File: config.mk
export PLATFORM = sky130hd
export DESIGN_NAME = ctm_top
export DESIGN_NICKNAME = d
export VERILOG_FILES = /design/src/include/ctm_pkg.sv /design/src/rtl/ctm_div.sv /design/src/rtl/ctm_top.sv
export VERILOG_INCLUDE_DIRS = /design/src /design/src/include
export SDC_FILE = /design/constraint.sdc
export NUM_CORES = 1
export LEC_CHECK = 0
export ABC_AREA = 1
export BUFFER_PORTS_ARGS = -buffer_cell sky130_fd_sc_hd__buf_4
export CORE_MARGIN = 5
export CORE_UTILIZATION = 28
export CTS_CLUSTER_SIZE = 10
export DETAILED_ROUTE_END_ITERATION = 8
export PLACE_DENSITY = 0.44
export REMOVE_ABC_BUFFERS = 1
export SYNTH_ARGS = -nofsm -noshare
export SYNTH_HDL_FRONTEND = slang
export SYNTH_SLANG_ARGS = --single-unit
File: constraint.sdc
create_clock -name clk -period 2.6 [get_ports clk]
set_input_delay 0.39 -clock clk [delete_from_list [all_inputs] [get_ports clk]]
set_output_delay 0.39 -clock clk [all_outputs]
set_load 0.02 [all_outputs]
File: src/include/ctm_regs.svh
// What this block does
// - 10-bit up counter clocked from a selected internal or external source.
// - Period comparator is 3 bits, compared with counter bits 9 to 7.
// - Compare A register holds 10 bits, compared with the whole counter.
// - Software cannot load the counter; run bit rising clears it to zero.
// - Counter also clears on overflow or compare match; only the compare matches raise interrupts.
// - Two interrupt requests: one for comparator A, one for comparator P.
// - A compare match can clear the counter and change the output pin.
// - Three-bit clock select picks system, high, sub clock ratios or pin.
// - External pin edge is selectable rising or falling for event counting.
// - Compare output mode drives pin high, low or toggles on match.
// - Output pin carries edge-aligned PWM with adjustable duty or period.
// - Modes are compare output, timer/counter and PWM; no capture or pulse.
// - Counter is a read-only pair; compare A is a read/write pair.
// - Low byte write of compare A only fills the 8-bit holding buffer.
// - High byte write stores high bits and copies buffer into low byte.
// - High byte read returns it and latches the matching low byte.
// - Low byte read returns the holding buffer, not the live low byte.
// - Two control registers hold settings including the period compare bits.
// - Mode 00 compare output, 10 PWM, 11 timer/counter, 01 undefined.
// - Clock select 110 picks pin rising edge, 111 pin falling edge.
// - Period value steps of 128 clocks; 000 means 1024 clocks, full overflow.
// - Outside PWM, clear select high clears on A match; low on P match or overflow.
`ifndef CTM_REGS_SVH
`define CTM_REGS_SVH
// ----------------------------------------
// Register offsets
// ----------------------------------------
`define CTM_OFS_CTRL0 3'h0
`define CTM_OFS_CTRL1 3'h1
`define CTM_OFS_CNT_LO 3'h2
`define CTM_OFS_CNT_HI 3'h3
`define CTM_OFS_CMPA_LO 3'h4
`define CTM_OFS_CMPA_HI 3'h5
// ----------------------------------------
// Field positions and reset values
// ----------------------------------------
`define CTM_C0_PAUSE 7
`define CTM_C0_CKSEL_HI 6
`define CTM_C0_CKSEL_LO 4
`define CTM_C0_RUN 3
`define CTM_C0_RP_HI 2
`define CTM_C1_MODE_HI 7
`define CTM_C1_MODE_LO 6
`define CTM_C1_IO_HI 5
`define CTM_C1_IO_LO 4
`define CTM_C1_INIT 3
`define CTM_C1_INV 2
`define CTM_C1_SWAP 1
`define CTM_C1_CLRSEL 0
`define CTM_RST_CTRL 8'h00
// ----------------------------------------
// Timing counts
// ----------------------------------------
`define CTM_DIV_SYS4 8'h04
`define CTM_DIV_H16 8'h10
`define CTM_DIV_H64 8'h40
`endif

File: src/include/ctm_pkg.sv
package ctm_pkg;
   // Operating modes in the mode field
   typedef enum logic [1:0] {
      CTM_MODE_CMP = 2'b00,
      CTM_MODE_UNDEF = 2'b01,
      CTM_MODE_PWM = 2'b10,
      CTM_MODE_TMR = 2'b11
   } ctm_mode_t;
   // Register bus request
   typedef struct packed {
      logic [2:0] addr;
      logic [7:0] wdata;
      logic wr;
      logic rd;
   } ctm_bus_t;
endpackage

File: src/rtl/ctm_div.sv
`timescale 1ns/100ps
`default_nettype none
// Free-running prescaler, one-cycle tick every DIV enabled cycles
module ctm_div #(
   parameter logic [7:0] DIV = 8'h04
) (
   input wire logic clk,
   input wire logic reset_n,
   input wire logic en,
   output logic tick
);
   logic [7:0] cnt_r;
   // ----------------------------------------
   // Counter
   // ----------------------------------------
   always_ff @(posedge clk or negedge reset_n) begin
      if (!reset_n) begin
         cnt_r <= 8'h00;
      end else if (en) begin
         cnt_r <= (cnt_r == DIV - 8'h01) ? 8'h00 : cnt_r + 8'h01;
      end
   end
   assign tick = en && (cnt_r == DIV - 8'h01);
endmodule
`default_nettype wire

File: src/rtl/ctm_top.sv
`timescale 1ns/100ps
`default_nettype none
`include "ctm_regs.svh"
// Compact 10-bit timer: counter, two comparators, output pin, byte-split regs
module ctm_top
   import ctm_pkg::*;
#(
   parameter int CW = 10
) (
   input wire logic clk,
   input wire logic reset_n,
   input wire ctm_bus_t bus,
   output logic [7:0] rdata,
   input wire logic high_clk_tick,
   input wire logic sub_clk_tick,
   input wire logic external_clock_pin,
   output logic timer_output_pin,
   output logic irq_cmp_a,
   output logic irq_cmp_p
);
   // ----------------------------------------
   // Control registers
   // ----------------------------------------
   logic [7:0] ctrl0_r, ctrl1_r, hold_r, rdata_r;
   logic [1:0] cmpa_hi_r;
   logic [7:0] cmpa_lo_r;
   logic [CW-1:0] cnt_r;
   logic run_d_r, out_r, irq_a_r, irq_p_r;
   logic [1:0] pin_sync_r;
   logic pin_prev_r;

   // Field decode
   wire logic pause = ctrl0_r[`CTM_C0_PAUSE];
   wire logic [2:0] cksel = ctrl0_r[`CTM_C0_CKSEL_HI:`CTM_C0_CKSEL_LO];
   wire logic run = ctrl0_r[`CTM_C0_RUN];
   wire logic [2:0] period_compare_bits = ctrl0_r[`CTM_C0_RP_HI:0];
   wire ctm_mode_t mode = ctm_mode_t'(ctrl1_r[`CTM_C1_MODE_HI:`CTM_C1_MODE_LO]);
   wire logic [1:0] io_sel = ctrl1_r[`CTM_C1_IO_HI:`CTM_C1_IO_LO];
   wire logic init_lvl = ctrl1_r[`CTM_C1_INIT];
   wire logic invert = ctrl1_r[`CTM_C1_INV];
   wire logic swap = ctrl1_r[`CTM_C1_SWAP];
   wire logic clr_sel = ctrl1_r[`CTM_C1_CLRSEL];
   wire logic [CW-1:0] cmpa = {cmpa_hi_r, cmpa_lo_r};

   // ----------------------------------------
   // Clock source selection
   // ----------------------------------------
   logic t_sys4, t_h16, t_h64;
   ctm_div #(.DIV(`CTM_DIV_SYS4)) u_sys4 (.clk(clk), .reset_n(reset_n), .en(1'b1), .tick(t_sys4));
   ctm_div #(.DIV(`CTM_DIV_H16)) u_h16 (.clk(clk), .reset_n(reset_n), .en(high_clk_tick), .tick(t_h16));
   ctm_div #(.DIV(`CTM_DIV_H64)) u_h64 (.clk(clk), .reset_n(reset_n), .en(high_clk_tick), .tick(t_h64));

   // Pin edge seen from second sync stage only, so the first stage stays clean
   wire logic pin_rise = pin_sync_r[1] && !pin_prev_r;
   wire logic pin_fall = !pin_sync_r[1] && pin_prev_r;
   logic src_tick;
   always_comb begin
      unique case (cksel)
         3'b000: src_tick = t_sys4;
         3'b001: src_tick = 1'b1;
         3'b010: src_tick = t_h16;
         3'b011: src_tick = t_h64;
         3'b100: src_tick = sub_clk_tick;
         3'b101: src_tick = sub_clk_tick;
         3'b110: src_tick = pin_rise;
         3'b111: src_tick = pin_fall;
      endcase
   end
   wire logic step = run && !pause && src_tick;

   always_ff @(posedge clk or negedge reset_n) begin
      if (!reset_n) begin
         pin_sync_r <= 2'b00;
         pin_prev_r <= 1'b0;
      end else begin
         pin_sync_r <= {pin_sync_r[0], external_clock_pin};
         pin_prev_r <= pin_sync_r[1];
      end
   end

   // ----------------------------------------
   // Comparators and clear
   // ----------------------------------------
   // Matches are evaluated on the count about to be reached, so the output level and
   // interrupt move in the same tick as the counter value; the pin follows one cycle later
   wire logic [CW-1:0] cnt_inc = cnt_r + 10'h001;
   wire logic match_a = step && (cnt_inc == cmpa);
   // Period value 000 means the top bits wrap to zero: full 1024-clock overflow
   wire logic match_p = step && (cnt_inc[CW-1:CW-3] == period_compare_bits)
                        && (cnt_inc[CW-4:0] == 7'h00);
   wire logic overflow = step && (cnt_r == 10'h3FF);
   wire logic pwm_mode = (mode == CTM_MODE_PWM);
   // In PWM the period register clears; clear select is ignored there
   wire logic per_match = pwm_mode ? (swap ? match_a : match_p) : 1'b0;
   wire logic duty_match = pwm_mode ? (swap ? match_p : match_a) : 1'b0;
   wire logic clr_evt = pwm_mode ? per_match :
                        (clr_sel ? match_a : (match_p || overflow));
   wire logic run_rise = run && !run_d_r;

   // Counter: no software load path
   always_ff @(posedge clk or negedge reset_n) begin
      if (!reset_n) begin
         cnt_r <= 10'h000;
         run_d_r <= 1'b0;
      end else begin
         run_d_r <= run;
         if (run_rise) begin
            cnt_r <= 10'h000;
         end else if (clr_evt) begin
            cnt_r <= 10'h000;
         end else if (step) begin
            cnt_r <= cnt_inc;
         end
      end
   end

   // Counter checks; run rise and clear outrank a step, so the guards leave them out
   run_off_a: assert property (@(posedge clk) disable iff (!reset_n)
      !run |=> $stable(cnt_r))
      else $error("counter moved while off");
   pause_hold_a: assert property (@(posedge clk) disable iff (!reset_n)
      (pause && !run_rise) |=> $stable(cnt_r))
      else $error("counter moved while paused");
   fast_step_a: assert property (@(posedge clk) disable iff (!reset_n)
      (cksel == 3'b001 && run && !pause && !run_rise && !clr_evt) |=> cnt_r == $past(cnt_r) + 10'h001)
      else $error("full rate source missed a step");
   p_clear_a: assert property (@(posedge clk) disable iff (!reset_n)
      (!pwm_mode && !clr_sel && match_p && !run_rise) |=> cnt_r == 10'h000)
      else $error("P clear missed");
   ovf_clear_a: assert property (@(posedge clk) disable iff (!reset_n)
      (!pwm_mode && !clr_sel && overflow && !run_rise) |=> cnt_r == 10'h000)
      else $error("overflow clear missed");
   pwm_clear_a: assert property (@(posedge clk) disable iff (!reset_n)
      (pwm_mode && per_match && !run_rise) |=> cnt_r == 10'h000)
      else $error("PWM period clear missed");
   sys_div_a: assert property (@(posedge clk) disable iff (!reset_n)
      t_sys4 |=> !t_sys4 ##1 !t_sys4 ##1 !t_sys4 ##1 t_sys4)
      else $error("quarter rate tick spacing wrong");
   sub_step_a: assert property (@(posedge clk) disable iff (!reset_n)
      (cksel[2:1] == 2'b10 && step) |-> sub_clk_tick)
      else $error("sub clock step without tick");
   ext_fall_a: assert property (@(posedge clk) disable iff (!reset_n)
      (cksel == 3'b111 && step) |-> !$past(external_clock_pin, 2) && $past(external_clock_pin, 3))
      else $error("count without falling edge");

   // Interrupt requests, one pulse per match
   always_ff @(posedge clk or negedge reset_n) begin
      if (!reset_n) begin
         irq_a_r <= 1'b0;
         irq_p_r <= 1'b0;
      end else begin
         irq_a_r <= match_a;
         irq_p_r <= match_p;
      end
   end

   // Interrupt checks; a P pulse only ever lands on a 128-step boundary
   irq_p_pulse_a: assert property (@(posedge clk) disable iff (!reset_n)
      match_p |=> irq_cmp_p)
      else $error("missing P interrupt");
   irq_a_cause_a: assert property (@(posedge clk) disable iff (!reset_n)
      irq_cmp_a |-> $past(match_a))
      else $error("spurious A interrupt");
   p_multiple_a: assert property (@(posedge clk) disable iff (!reset_n)
      irq_cmp_p |-> $past(cnt_inc[6:0]) == 7'h00)
      else $error("P match off a 128 boundary");

   // ----------------------------------------
   // Output pin
   // ----------------------------------------
   // Output is held as the active-high internal level; polarity applied after
   logic out_nxt;
   always_comb begin
      out_nxt = out_r;
      if (run_rise) begin
         out_nxt = pwm_mode ? 1'b0 : init_lvl;
      end else if (mode == CTM_MODE_CMP && match_a) begin
         unique case (io_sel)
            2'b00: out_nxt = out_r;
            2'b01: out_nxt = 1'b0;
            2'b10: out_nxt = 1'b1;
            2'b11: out_nxt = !out_r;
         endcase
      end else if (pwm_mode) begin
         unique case (io_sel)
            2'b00: out_nxt = 1'b0;
            2'b01: out_nxt = 1'b1;
            2'b10: out_nxt = per_match ? 1'b1 : (duty_match ? 1'b0 : out_r);
            2'b11: out_nxt = out_r;
         endcase
      end
   end
   // PWM active level follows init bit; timer mode leaves the pin at rest
   wire logic pin_lvl = pwm_mode ? (init_lvl ? out_r : !out_r) : out_r;

   always_ff @(posedge clk or negedge reset_n) begin
      if (!reset_n) begin
         out_r <= 1'b0;
         timer_output_pin <= 1'b0;
      end else begin
         out_r <= out_nxt;
         timer_output_pin <= (mode == CTM_MODE_TMR) ? 1'b0 : (pin_lvl ^ invert);
      end
   end

   // Output checks; the pin trails the internal level by one register stage
   init_level_a: assert property (@(posedge clk) disable iff (!reset_n)
      (run_rise && !pwm_mode) |=> out_r == $past(init_lvl))
      else $error("output not set to initial level");
   cmp_high_a: assert property (@(posedge clk) disable iff (!reset_n)
      (mode == CTM_MODE_CMP && match_a && io_sel == 2'b10 && !run_rise) |=> out_r)
      else $error("output not driven high");
   cmp_low_a: assert property (@(posedge clk) disable iff (!reset_n)
      (mode == CTM_MODE_CMP && match_a && io_sel == 2'b01 && !run_rise) |=> !out_r)
      else $error("output not driven low");
   cmp_toggle_a: assert property (@(posedge clk) disable iff (!reset_n)
      (mode == CTM_MODE_CMP && match_a && io_sel == 2'b11 && !run_rise) |=> out_r != $past(out_r))
      else $error("output not toggled");
   cmp_pin_a: assert property (@(posedge clk) disable iff (!reset_n)
      (mode == CTM_MODE_CMP) |=> timer_output_pin == ($past(out_r) ^ $past(invert)))
      else $error("pin does not follow output level");
   timer_pin_a: assert property (@(posedge clk) disable iff (!reset_n)
      (mode == CTM_MODE_TMR) |=> !timer_output_pin)
      else $error("pin driven in timer mode");
   pwm_start_a: assert property (@(posedge clk) disable iff (!reset_n)
      (run_rise && pwm_mode) |=> !out_r)
      else $error("PWM not started inactive");
   pwm_active_a: assert property (@(posedge clk) disable iff (!reset_n)
      (pwm_mode && io_sel == 2'b10 && per_match && !run_rise) |=> out_r)
      else $error("PWM not active at period start");
   pwm_idle_a: assert property (@(posedge clk) disable iff (!reset_n)
      (pwm_mode && io_sel == 2'b10 && duty_match && !per_match && !run_rise) |=> !out_r)
      else $error("PWM not inactive after duty");

   // ----------------------------------------
   // Register bus
   // ----------------------------------------
   wire logic wr_c0 = bus.wr && bus.addr == `CTM_OFS_CTRL0;
   wire logic wr_c1 = bus.wr && bus.addr == `CTM_OFS_CTRL1;
   wire logic wr_alo = bus.wr && bus.addr == `CTM_OFS_CMPA_LO;
   wire logic wr_ahi = bus.wr && bus.addr == `CTM_OFS_CMPA_HI;
   wire logic rd_dhi = bus.rd && bus.addr == `CTM_OFS_CNT_HI;
   wire logic rd_ahi = bus.rd && bus.addr == `CTM_OFS_CMPA_HI;

   always_ff @(posedge clk or negedge reset_n) begin
      if (!reset_n) begin
         ctrl0_r <= `CTM_RST_CTRL;
         ctrl1_r <= `CTM_RST_CTRL;
         cmpa_hi_r <= 2'b00;
         cmpa_lo_r <= 8'h00;
      end else begin
         if (wr_c0) ctrl0_r <= bus.wdata;
         if (wr_c1) ctrl1_r <= bus.wdata;
         if (wr_ahi) begin
            cmpa_hi_r <= bus.wdata[1:0];
            cmpa_lo_r <= hold_r;
         end
      end
   end

   // Shared holding buffer; software order keeps its use unambiguous
   always_ff @(posedge clk or negedge reset_n) begin
      if (!reset_n) begin
         hold_r <= 8'h00;
      end else if (wr_alo) begin
         hold_r <= bus.wdata;
      end else if (rd_dhi) begin
         hold_r <= cnt_r[7:0];
      end else if (rd_ahi) begin
         hold_r <= cmpa_lo_r;
      end
   end

   // Read data, valid the cycle after the strobe; unmapped reads give zero
   logic [7:0] rd_mux;
   always_comb begin
      rd_mux = 8'h00;
      unique case (bus.addr)
         `CTM_OFS_CTRL0: rd_mux = ctrl0_r;
         `CTM_OFS_CTRL1: rd_mux = ctrl1_r;
         `CTM_OFS_CNT_LO: rd_mux = hold_r;
         `CTM_OFS_CNT_HI: rd_mux = {6'h00, cnt_r[9:8]};
         `CTM_OFS_CMPA_LO: rd_mux = hold_r;
         `CTM_OFS_CMPA_HI: rd_mux = {6'h00, cmpa_hi_r};
         default: rd_mux = 8'h00;
      endcase
   end
   always_ff @(posedge clk or negedge reset_n) begin
      if (!reset_n) begin
         rdata_r <= 8'h00;
      end else begin
         rdata_r <= bus.rd ? rd_mux : 8'h00;
      end
   end
   assign rdata = rdata_r;
   assign irq_cmp_a = irq_a_r;
   assign irq_cmp_p = irq_p_r;

   // Bus checks; read data stand for one cycle only and are zero otherwise
   rd_zero_a: assert property (@(posedge clk) disable iff (!reset_n)
      !bus.rd |=> rdata == 8'h00)
      else $error("read data without read");
   cnt_lo_read_a: assert property (@(posedge clk) disable iff (!reset_n)
      (bus.rd && bus.addr == `CTM_OFS_CNT_LO) |=> rdata == $past(hold_r))
      else $error("counter low read not from buffer");
   cmpa_lo_read_a: assert property (@(posedge clk) disable iff (!reset_n)
      (bus.rd && bus.addr == `CTM_OFS_CMPA_LO) |=> rdata == $past(hold_r))
      else $error("compare low read not from buffer");
   cnt_hi_read_a: assert property (@(posedge clk) disable iff (!reset_n)
      rd_dhi |=> rdata == {6'h00, $past(cnt_r[9:8])})
      else $error("counter high read wrong");
   hi_bits_write_a: assert property (@(posedge clk) disable iff (!reset_n)
      wr_ahi |=> cmpa_hi_r == $past(bus.wdata[1:0]))
      else $error("compare high bits not stored");
   cmpa_keep_a: assert property (@(posedge clk) disable iff (!reset_n)
      !wr_ahi |=> $stable(cmpa_hi_r) && $stable(cmpa_lo_r))
      else $error("compare value moved without high write");
   a_hi_read_a: assert property (@(posedge clk) disable iff (!reset_n)
      rd_ahi |=> hold_r == $past(cmpa_lo_r))
      else $error("compare low not latched");
   ctrl0_write_a: assert property (@(posedge clk) disable iff (!reset_n)
      wr_c0 |=> ctrl0_r == $past(bus.wdata))
      else $error("first control write lost");
   ctrl1_write_a: assert property (@(posedge clk) disable iff (!reset_n)
      wr_c1 |=> ctrl1_r == $past(bus.wdata))
      else $error("second control write lost");

   // ----------------------------------------
   // Checks
   // ----------------------------------------
   run_clear_a: assert property (@(posedge clk) disable iff (!reset_n)
      $rose(run) |=> cnt_r == 10'h000) else $error("counter not cleared on run");
   no_load_a: assert property (@(posedge clk) disable iff (!reset_n)
      (!run_rise && !clr_evt && !step) |=> $stable(cnt_r)) else $error("counter moved without cause");
   count_step_a: assert property (@(posedge clk) disable iff (!reset_n)
      (step && !clr_evt && !run_rise) |=> cnt_r == $past(cnt_r) + 10'h001) else $error("bad count step");
   irq_a_a: assert property (@(posedge clk) disable iff (!reset_n)
      match_a |=> irq_cmp_a) else $error("missing A interrupt");
   irq_p_a: assert property (@(posedge clk) disable iff (!reset_n)
      irq_cmp_p |-> $past(cnt_inc[9:7]) == $past(period_compare_bits)) else $error("spurious P interrupt");
   buf_write_a: assert property (@(posedge clk) disable iff (!reset_n)
      wr_alo |=> $stable(cmpa_lo_r) && hold_r == $past(bus.wdata)) else $error("low write reached register");
   hi_write_a: assert property (@(posedge clk) disable iff (!reset_n)
      wr_ahi |=> cmpa_lo_r == $past(hold_r)) else $error("buffer not copied");
   hi_read_a: assert property (@(posedge clk) disable iff (!reset_n)
      rd_dhi |=> hold_r == $past(cnt_r[7:0])) else $error("counter low not latched");
   clr_a_sel_a: assert property (@(posedge clk) disable iff (!reset_n)
      (!pwm_mode && clr_sel && match_a && !run_rise) |=> cnt_r == 10'h000) else $error("A clear missed");
   ext_edge_a: assert property (@(posedge clk) disable iff (!reset_n)
      (cksel == 3'b110 && step) |-> $past(external_clock_pin, 2) && !$past(external_clock_pin, 3))
      else $error("count without edge");
endmodule
`default_nettype wire

# Word level (Yosys, flattened, before mapping)
# Cells that the tools add are included.
[totals] latch_bits=0 elab_cells=112 ff_bits=84 inputBits=18 memories=0 ram_bits=0 romBits=0 output_inout_bits=11
[classes] div_mod_pow=0 shifts=0 reduce_logical=35 n_mul=0 n_mux=29 n_addsub=4 n_eq_ne=26 bitwise=1 n_lt_le_gt_ge=0
[ops] operator="8-bit 2-to-1 mux" n=7
[ops] operator="8-bit case mux with 5 select lines" n=1
[ops] operator="10-bit 2-to-1 mux" n=3
[ops] operator="8-bit by 1-bit adder with 8-bit output, second input constant" n=3
[ops] operator="3-bit == test, second input constant" n=6
[ops] operator="1-bit logical AND" n=18
[ops] operator="1-bit 2-to-1 mux" n=15
[ops] operator="3-bit by 2-bit == test with 1-bit output, second input constant" n=4
[ops] operator="10-bit by 1-bit adder with 10-bit output, second input constant" n=1
[ops] operator="10-bit == test" n=1
[ops] operator="10-bit == test, second input constant" n=1
[ops] operator="3-bit nonzero test" n=3
[ops] operator="2-bit == test, second input constant" n=4
[ops] operator="8-bit by 2-bit == test with 1-bit output, second input constant" n=1
[ops] operator="8-bit by 4-bit == test with 1-bit output, second input constant" n=1
[ops] operator="8-bit by 6-bit == test with 1-bit output, second input constant" n=1
[ops] operator="7-bit logical NOT" n=1
[ops] operator="1-bit case mux with 7 select lines" n=1
[ops] operator="3-bit by 1-bit == test with 1-bit output, second input constant" n=2
[ops] operator="3-bit logical NOT" n=2
[ops] operator="3-bit != test, second input constant" n=2
[ops] operator="1-bit case mux with 3 select lines" n=2
[ops] operator="1-bit logical NOT" n=5
[ops] operator="5-bit != test, second input constant" n=1
[ops] operator="other kinds (7)" n=9

# Longest topological paths before layout
[depth] ltp_word=14 depth_mapped=17 mapped_depth_nobuf=17

# Cells and area by module
# From an unflattened synthesis, not the netlist that was laid out.
[unflattened] cells_unflattened=650 area_unflattened_um2=4783.3
[modules_own_cells] module="ctm_top" area_each_um2=3470.8 instances=1 cells_each=484
[modules_own_cells] module="ctm_div (u_h64)" area_each_um2=456.7 instances=1 cells_each=57
[modules_own_cells] module="ctm_div (u_sys4)" area_each_um2=432.9 instances=1 cells_each=56
[modules_own_cells] module="ctm_div (u_h16)" area_each_um2=422.9 instances=1 cells_each=53

# Worst setup path after synthesis
# No wires, ideal clock.
[synth_path] kind="flip-flop to flip-flop" startpoint="reg cnt_r[0]" endpoint="reg cnt_r[0]" setup_ns=0.125 setup_slack_ns=0.610 arrival_time_ns=1.865 period_less_slack_ns=1.990 stages_incl_launch_ff=15 path_cell_list="dfrtp_1 > ha_1 > nand3_2 > nor2_8 > nand3_2 > nand2_2 > nand2_1 > nand2_1 > nand2_2 > nor2_4 > nand2_4 > nand2_1 > nand3_1 > nand3_4 > a21oi_2"
[synth_between] elab_chain_len=9 word_cells_on_any_way=18
[synth_lines] element="start: declaration" line_no="ctm_top.sv:27" rtl="logic [CW-1:0] cnt_r;"
[synth_lines] element="start signal: assignment" line_no="ctm_top.sv:112" rtl="cnt_r <= cnt_inc;"
[synth_lines] element="10-bit by 1-bit adder with 10-bit output" line_no="ctm_top.sv:86" rtl="wire logic [CW-1:0] cnt_inc = cnt_r + 10'h001;"
[synth_lines] element="3-bit == test" line_no="ctm_top.sv:89" rtl="wire logic match_p = step && (cnt_inc[CW-1:CW-3] == period_compare_bits)"
[synth_lines] element="1-bit logical AND" line_no="ctm_top.sv:89"
[synth_lines] element="1-bit logical AND" line_no="ctm_top.sv:90" rtl="&& (cnt_inc[CW-4:0] == 7'h00);"
[synth_lines] element="1-bit 2-to-1 mux / 1-bit logical OR (equally long branches)" line_no="ctm_top.sv:94, ctm_top.sv:97"
[synth_lines] element="1-bit 2-to-1 mux (on tied branches)" line_no="ctm_top.sv:94, ctm_top.sv:97"
[synth_lines] element="1-bit 2-to-1 mux" line_no="ctm_top.sv:96" rtl="wire logic clr_evt = pwm_mode ? per_match :"
[synth_lines] element="10-bit 2-to-1 mux" line_no="ctm_top.sv:109" rtl="end else if (clr_evt) begin"
[synth_lines] element="10-bit 2-to-1 mux" line_no="ctm_top.sv:107" rtl="if (run_rise) begin"
# Parallel ways exist; a longest one is shown, timed or not. The select of a mux whose other input is x is not followed.
# A chain may end at the register's enable or synchronous reset.

# Worst setup path after layout
[layout_path] startpoint="reg u_h64.cnt_r[1]" endpoint="reg cnt_r[9]"
[layout_between] elab_chain_len=11 word_cells_on_any_way=16
[layout_lines] element="start: declaration" line_no="ctm_div.sv:12" rtl="logic [7:0] cnt_r;"
[layout_lines] element="start signal: assignment" line_no="ctm_div.sv:20" rtl="cnt_r <= (cnt_r == DIV - 8'h01) ? 8'h00 : cnt_r + 8'h01;"
[layout_lines] element="8-bit by 6-bit == test with 1-bit output *" line_no="ctm_div.sv:23" rtl="assign tick = en && (cnt_r == DIV - 8'h01);"
[layout_lines] element="1-bit logical AND *" line_no="ctm_div.sv:23"
[layout_lines] element="1-bit case mux with 7 select lines *" line_no="ctm_top.sv:58" rtl="unique case (cksel)"
[layout_lines] element="1-bit logical AND *" line_no="ctm_top.sv:69" rtl="wire logic step = run && !pause && src_tick;"
[layout_lines] element="1-bit logical AND" line_no="ctm_top.sv:89"
[layout_lines] element="1-bit logical AND" line_no="ctm_top.sv:90"
[layout_lines] element="1-bit 2-to-1 mux / 1-bit logical OR (equally long branches)" line_no="ctm_top.sv:94, ctm_top.sv:97"
[layout_lines] element="1-bit 2-to-1 mux (on tied branches)" line_no="ctm_top.sv:94, ctm_top.sv:97"
[layout_lines] element="1-bit 2-to-1 mux" line_no="ctm_top.sv:96"
[layout_lines] element="10-bit 2-to-1 mux" line_no="ctm_top.sv:109"
[layout_lines] element="10-bit 2-to-1 mux" line_no="ctm_top.sv:107"
# Mark *: on every way between the ends. The rest lies on a longest branch, timed or not.

==> flow_summary.ini <==
[detailed_routing]
drt_iter0_markers = 201
top_layer = met4
routed-wl-met3_um = 503
drc_errors = 0
dr_wl_met2_um = 5890
avgViaCountPerCell = 4.64
dr_total_vias = 3912
antenna_left = 0
wl_per_cell_um = 14.8
first_pass_iters = 5
wl_met1_um = 5900
wirelength_um = 12500

[layout]
drive_gt1_share_pct = 14.7
antenna_cells = 0
final_net_count = 646
n_fill_cell = 1758
area_delta_synth_final_pct = 16.9
utilization_pct = 33.0
finalNonFillerCells = 844

[synth]
synth_area_um2 = 4610
synth_cells = 586
synth-seq-area-share_pct = 45.6
yosys_warnings = 0
synth_adder_area_share_pct = 2.44
synth_top_family_by_area = simple AND/OR/NAND/NOR gates
synth-simple-area-share_pct = 28.0
synthMuxAreaShare_pct = 0
synth_compound_area_share_pct = 12.6
ys_types = 38
ys.flop_type = dfrtp_1
synth-edff-count = 0
async_reset_ff_share_pct = 100
ys_seq_elements = 84
syn_area_per_cell_um2 = 7.87
synth-xor-area-share_pct = 2.28

[die]
start_util_pct = 28.2
die_area_um2 = 19100
core_region_area_um2 = 16300
die_w_um = 138
rows = 47
chipHeight_um = 138
ioPinCount = 29

[global_route]
grt_pass1_vias = 3971
antenna_found_initial = 0
grt.overflow.total = 0
grt_max_degree = 47
track_usage_pct = 13.8
grt_pass1_wl_um = 21100

[clock_network]
cts_resized = 0
cts_setup_buffers = 0
cts-htree-levels = 3
cts_root_buf = clkbuf_16
cts_tree = yes
cts_buffers = 9
clock_path_buffers = 2
clk_latency_ns = 0.34
postCtsHoldBufs = 0
cts_num_sinks = 84
clk_pin_slew_worst_paths_ns = 0.06

[timing]
whs_ns = 0.0288
fin_crit_sh_pct = 88.4
fin_skew_ns = 0.00750
final-max-slew-violation-count = 0
clock.fmax_mhz = 435
rsz0062_at_grt = false
slew_headroom_pct = 59.2
hold_viol_final = 0
tns_ns = 0
setup_viol = 0
period_minus_slack_ns = 2.30
tightest_slew_ns = 0.610

[critical_path]
r2r-end = cnt_r[9]
arrival_ns = 2.52
crit_chain = ha_1 > nand3_1 > nor2_1 > nand2_1 > nand2_1 > nand3_1 > nand2_1 > inv_1 > nor2_2 > nand3_2 > nand2_1 > nand3_1 > nand3_4 > a21oi_2
cp-end-kind = flop
cp_max_fo = 10
worst-path-stages = 14
start_kind = flop
crit_top_cell = nand2_1
critPathSlowestCell = dfrtp_1
r2r_start = u_h64.cnt_r[1]
cpLargestDelayFamily = simple AND/OR/NAND/NOR gates
crit_end = cnt_r[9]
path_buf_inv = 1
reg2reg_slack_ns = 0.30
r2r_cells = 14
critPathRequiredTime_ns = 2.82
cp-startpoint = u_h64.cnt_r[1]
criticalPathCategory = flop to flop
slowest_delay_ns = 0.37

[pwr]
power_density_nw_per_um2 = 758
comb_power_share_pct = 24.1
sequentialPowerShare_pct = 44.4
p_int_uw = 2690
swShare_pct = 34.3
p_sw_uw = 1400
clockPowerShare_pct = 31.5
irDropWorstVdd_uv = 329
cellLeakagePower_uw = 0.00266

[run]
cap_viol_max_count = 0

[placement]
dp_hpwl_um = 9520
gp_congestion = 0.853
place_inst = 828
io_buffers = 28

[outcome]
status = complete, no violations

[hold_path]
hp-class = input port to asynchronous set/reset pin
## layout make-up
cell class	instances	area [um2]	share of cell area (%)
clock buffer	9	225	4.17
clock inverter	7	66.3	1.23
inverter	95	357	6.61
multi-input combinational	394	2090	38.8
sequential	84	2100	39.0
tap	220	275	5.10
timing repair buffer	35	275	5.10
## cells in the final DEF (no fill, tap or decap), types with 2 or more instances in the layout
| cell type | count |
|---|---|
| nand2_1 | 139 |
| inv_1 | 90 |
| dfrtp_1 | 84 |
| nor2_1 | 51 |
| nand3_1 | 42 |
| o21ai_0 | 40 |
| buf_4 | 34 |
| o22ai_1 | 16 |
| a21oi_1 | 15 |
| xor2_1 | 11 |
| a21oi_2 | 10 |
| ha_1 | 9 |
| clkbuf_16 | 9 |
| nand4_1 | 8 |
| nor3_1 | 7 |
| nand2_2 | 7 |
| a211oi_1 | 6 |
| nand3_2 | 6 |
| inv_2 | 4 |
| clkinv_2 | 4 |
| nor2_4 | 3 |
| nand3b_1 | 3 |
| o211ai_1 | 3 |
| a221oi_1 | 2 |
| nor2_8 | 2 |
| nor2_2 | 2 |
| nand2_4 | 2 |
## flip-flops by register name, indices dropped and copies added, names as in the netlist, 2 cells and up
register      cells
cmpa_hi_r         2
u_sys4.cnt_r      8
u_h64.cnt_r       8
u_h16.cnt_r       8
cnt_r            10
rdata             8
pin_sync_r        2
cmpa_lo_r         8
hold_r            8
ctrl1_r           8
ctrl0_r           8
## worst min-delay path by stage
stage | start | endpoint | cells past startpoint
after global routing | reset_n | pin_sync_r[0] | 1
final | reset_n | pin_sync_r[0] | 1
after CTS | reset_n | u_h64.cnt_r[0] | 1
after global placement | pin_sync_r[0] | pin_sync_r[1] | 0
after floorplan | reset_n | cmpa_hi_r[0] | 0
after detailed placement | pin_sync_r[0] | pin_sync_r[1] | 0
## per-layer routing
layer | track usage [%] | vias up
met5 | 0 | -
met4 | 3.43 | 0
met3 | 3.52 | 14
met2 | 22.4 | 84
met1 | 18.3 | 1866
li1 | - | 1948
## power by group through the flow
stage / clock (uW) / sequential, uW / combinational [uW]
2_1_floorplan: 0 / 1790 / 689
3_3_place_gp: 0 / 1830 / 984
3_5_place_dp: 0 / 1840 / 990
4_1_cts: 1340 / 1820 / 998
5_1_grt: 1380 / 1860 / 1130
6_report: 1290 / 1820 / 986
## stage by stage
stage	total power, uW	instance area [um2]	worst slack [ns]
final	4090	5400	0.302
after global routing	4370	5400	0.0525
after CTS	4150	5400	0.260
after detailed placement	2830	5100	0.286
after global placement	2820	5100	0.341
after floorplan	2480	4550	0.533
## cell families (layout without fill, tap and decap cells)
group                      count (synthesis)  count (layout)
adders and majority gates                  9               9
and+or+nand+nor                          277             277
DFF                                       84              84
xor gates and xnor gates                  12              12
AOI/OAI and AO/OA                         96              96
buffers and inverters                    108             146
## worst reg2reg max path: cells and delay by family (launching register included)
kind                     cells  cell delay [ns]
AO/OA/AOI/OAI                1             0.06
adder cells (fa/ha/maj)      1             0.20
flip-flops                   1             0.37
buffers and inverters        1             0.05
AND/OR/NAND/NOR             11             1.50
## Yosys cell counts (3+ instances only)
cell type / instances / area (um2)
a21oi_2: 10 / 87.6
o21ai_0: 40 / 200
a211oi_1: 6 / 45.0
nor3_1: 7 / 35.0
buf_4: 3 / 22.5
nand2_2: 7 / 43.8
nand2_1: 139 / 522
clkbuf_1: 9 / 33.8
inv_2: 4 / 15.0
nand3_2: 6 / 60.1
nand3b_1: 3 / 22.5
nor2_4: 3 / 33.8
nand4_1: 8 / 50.1
o22ai_1: 16 / 100
dfrtp_1: 84 / 2100
nand3_1: 42 / 210
xor2_1: 11 / 96.3
nor2_1: 51 / 191
inv_1: 90 / 338
o211ai_1: 3 / 22.5
a21oi_1: 15 / 75.1
ha_1: 9 / 113
Power figures use the tool's default switching activity.
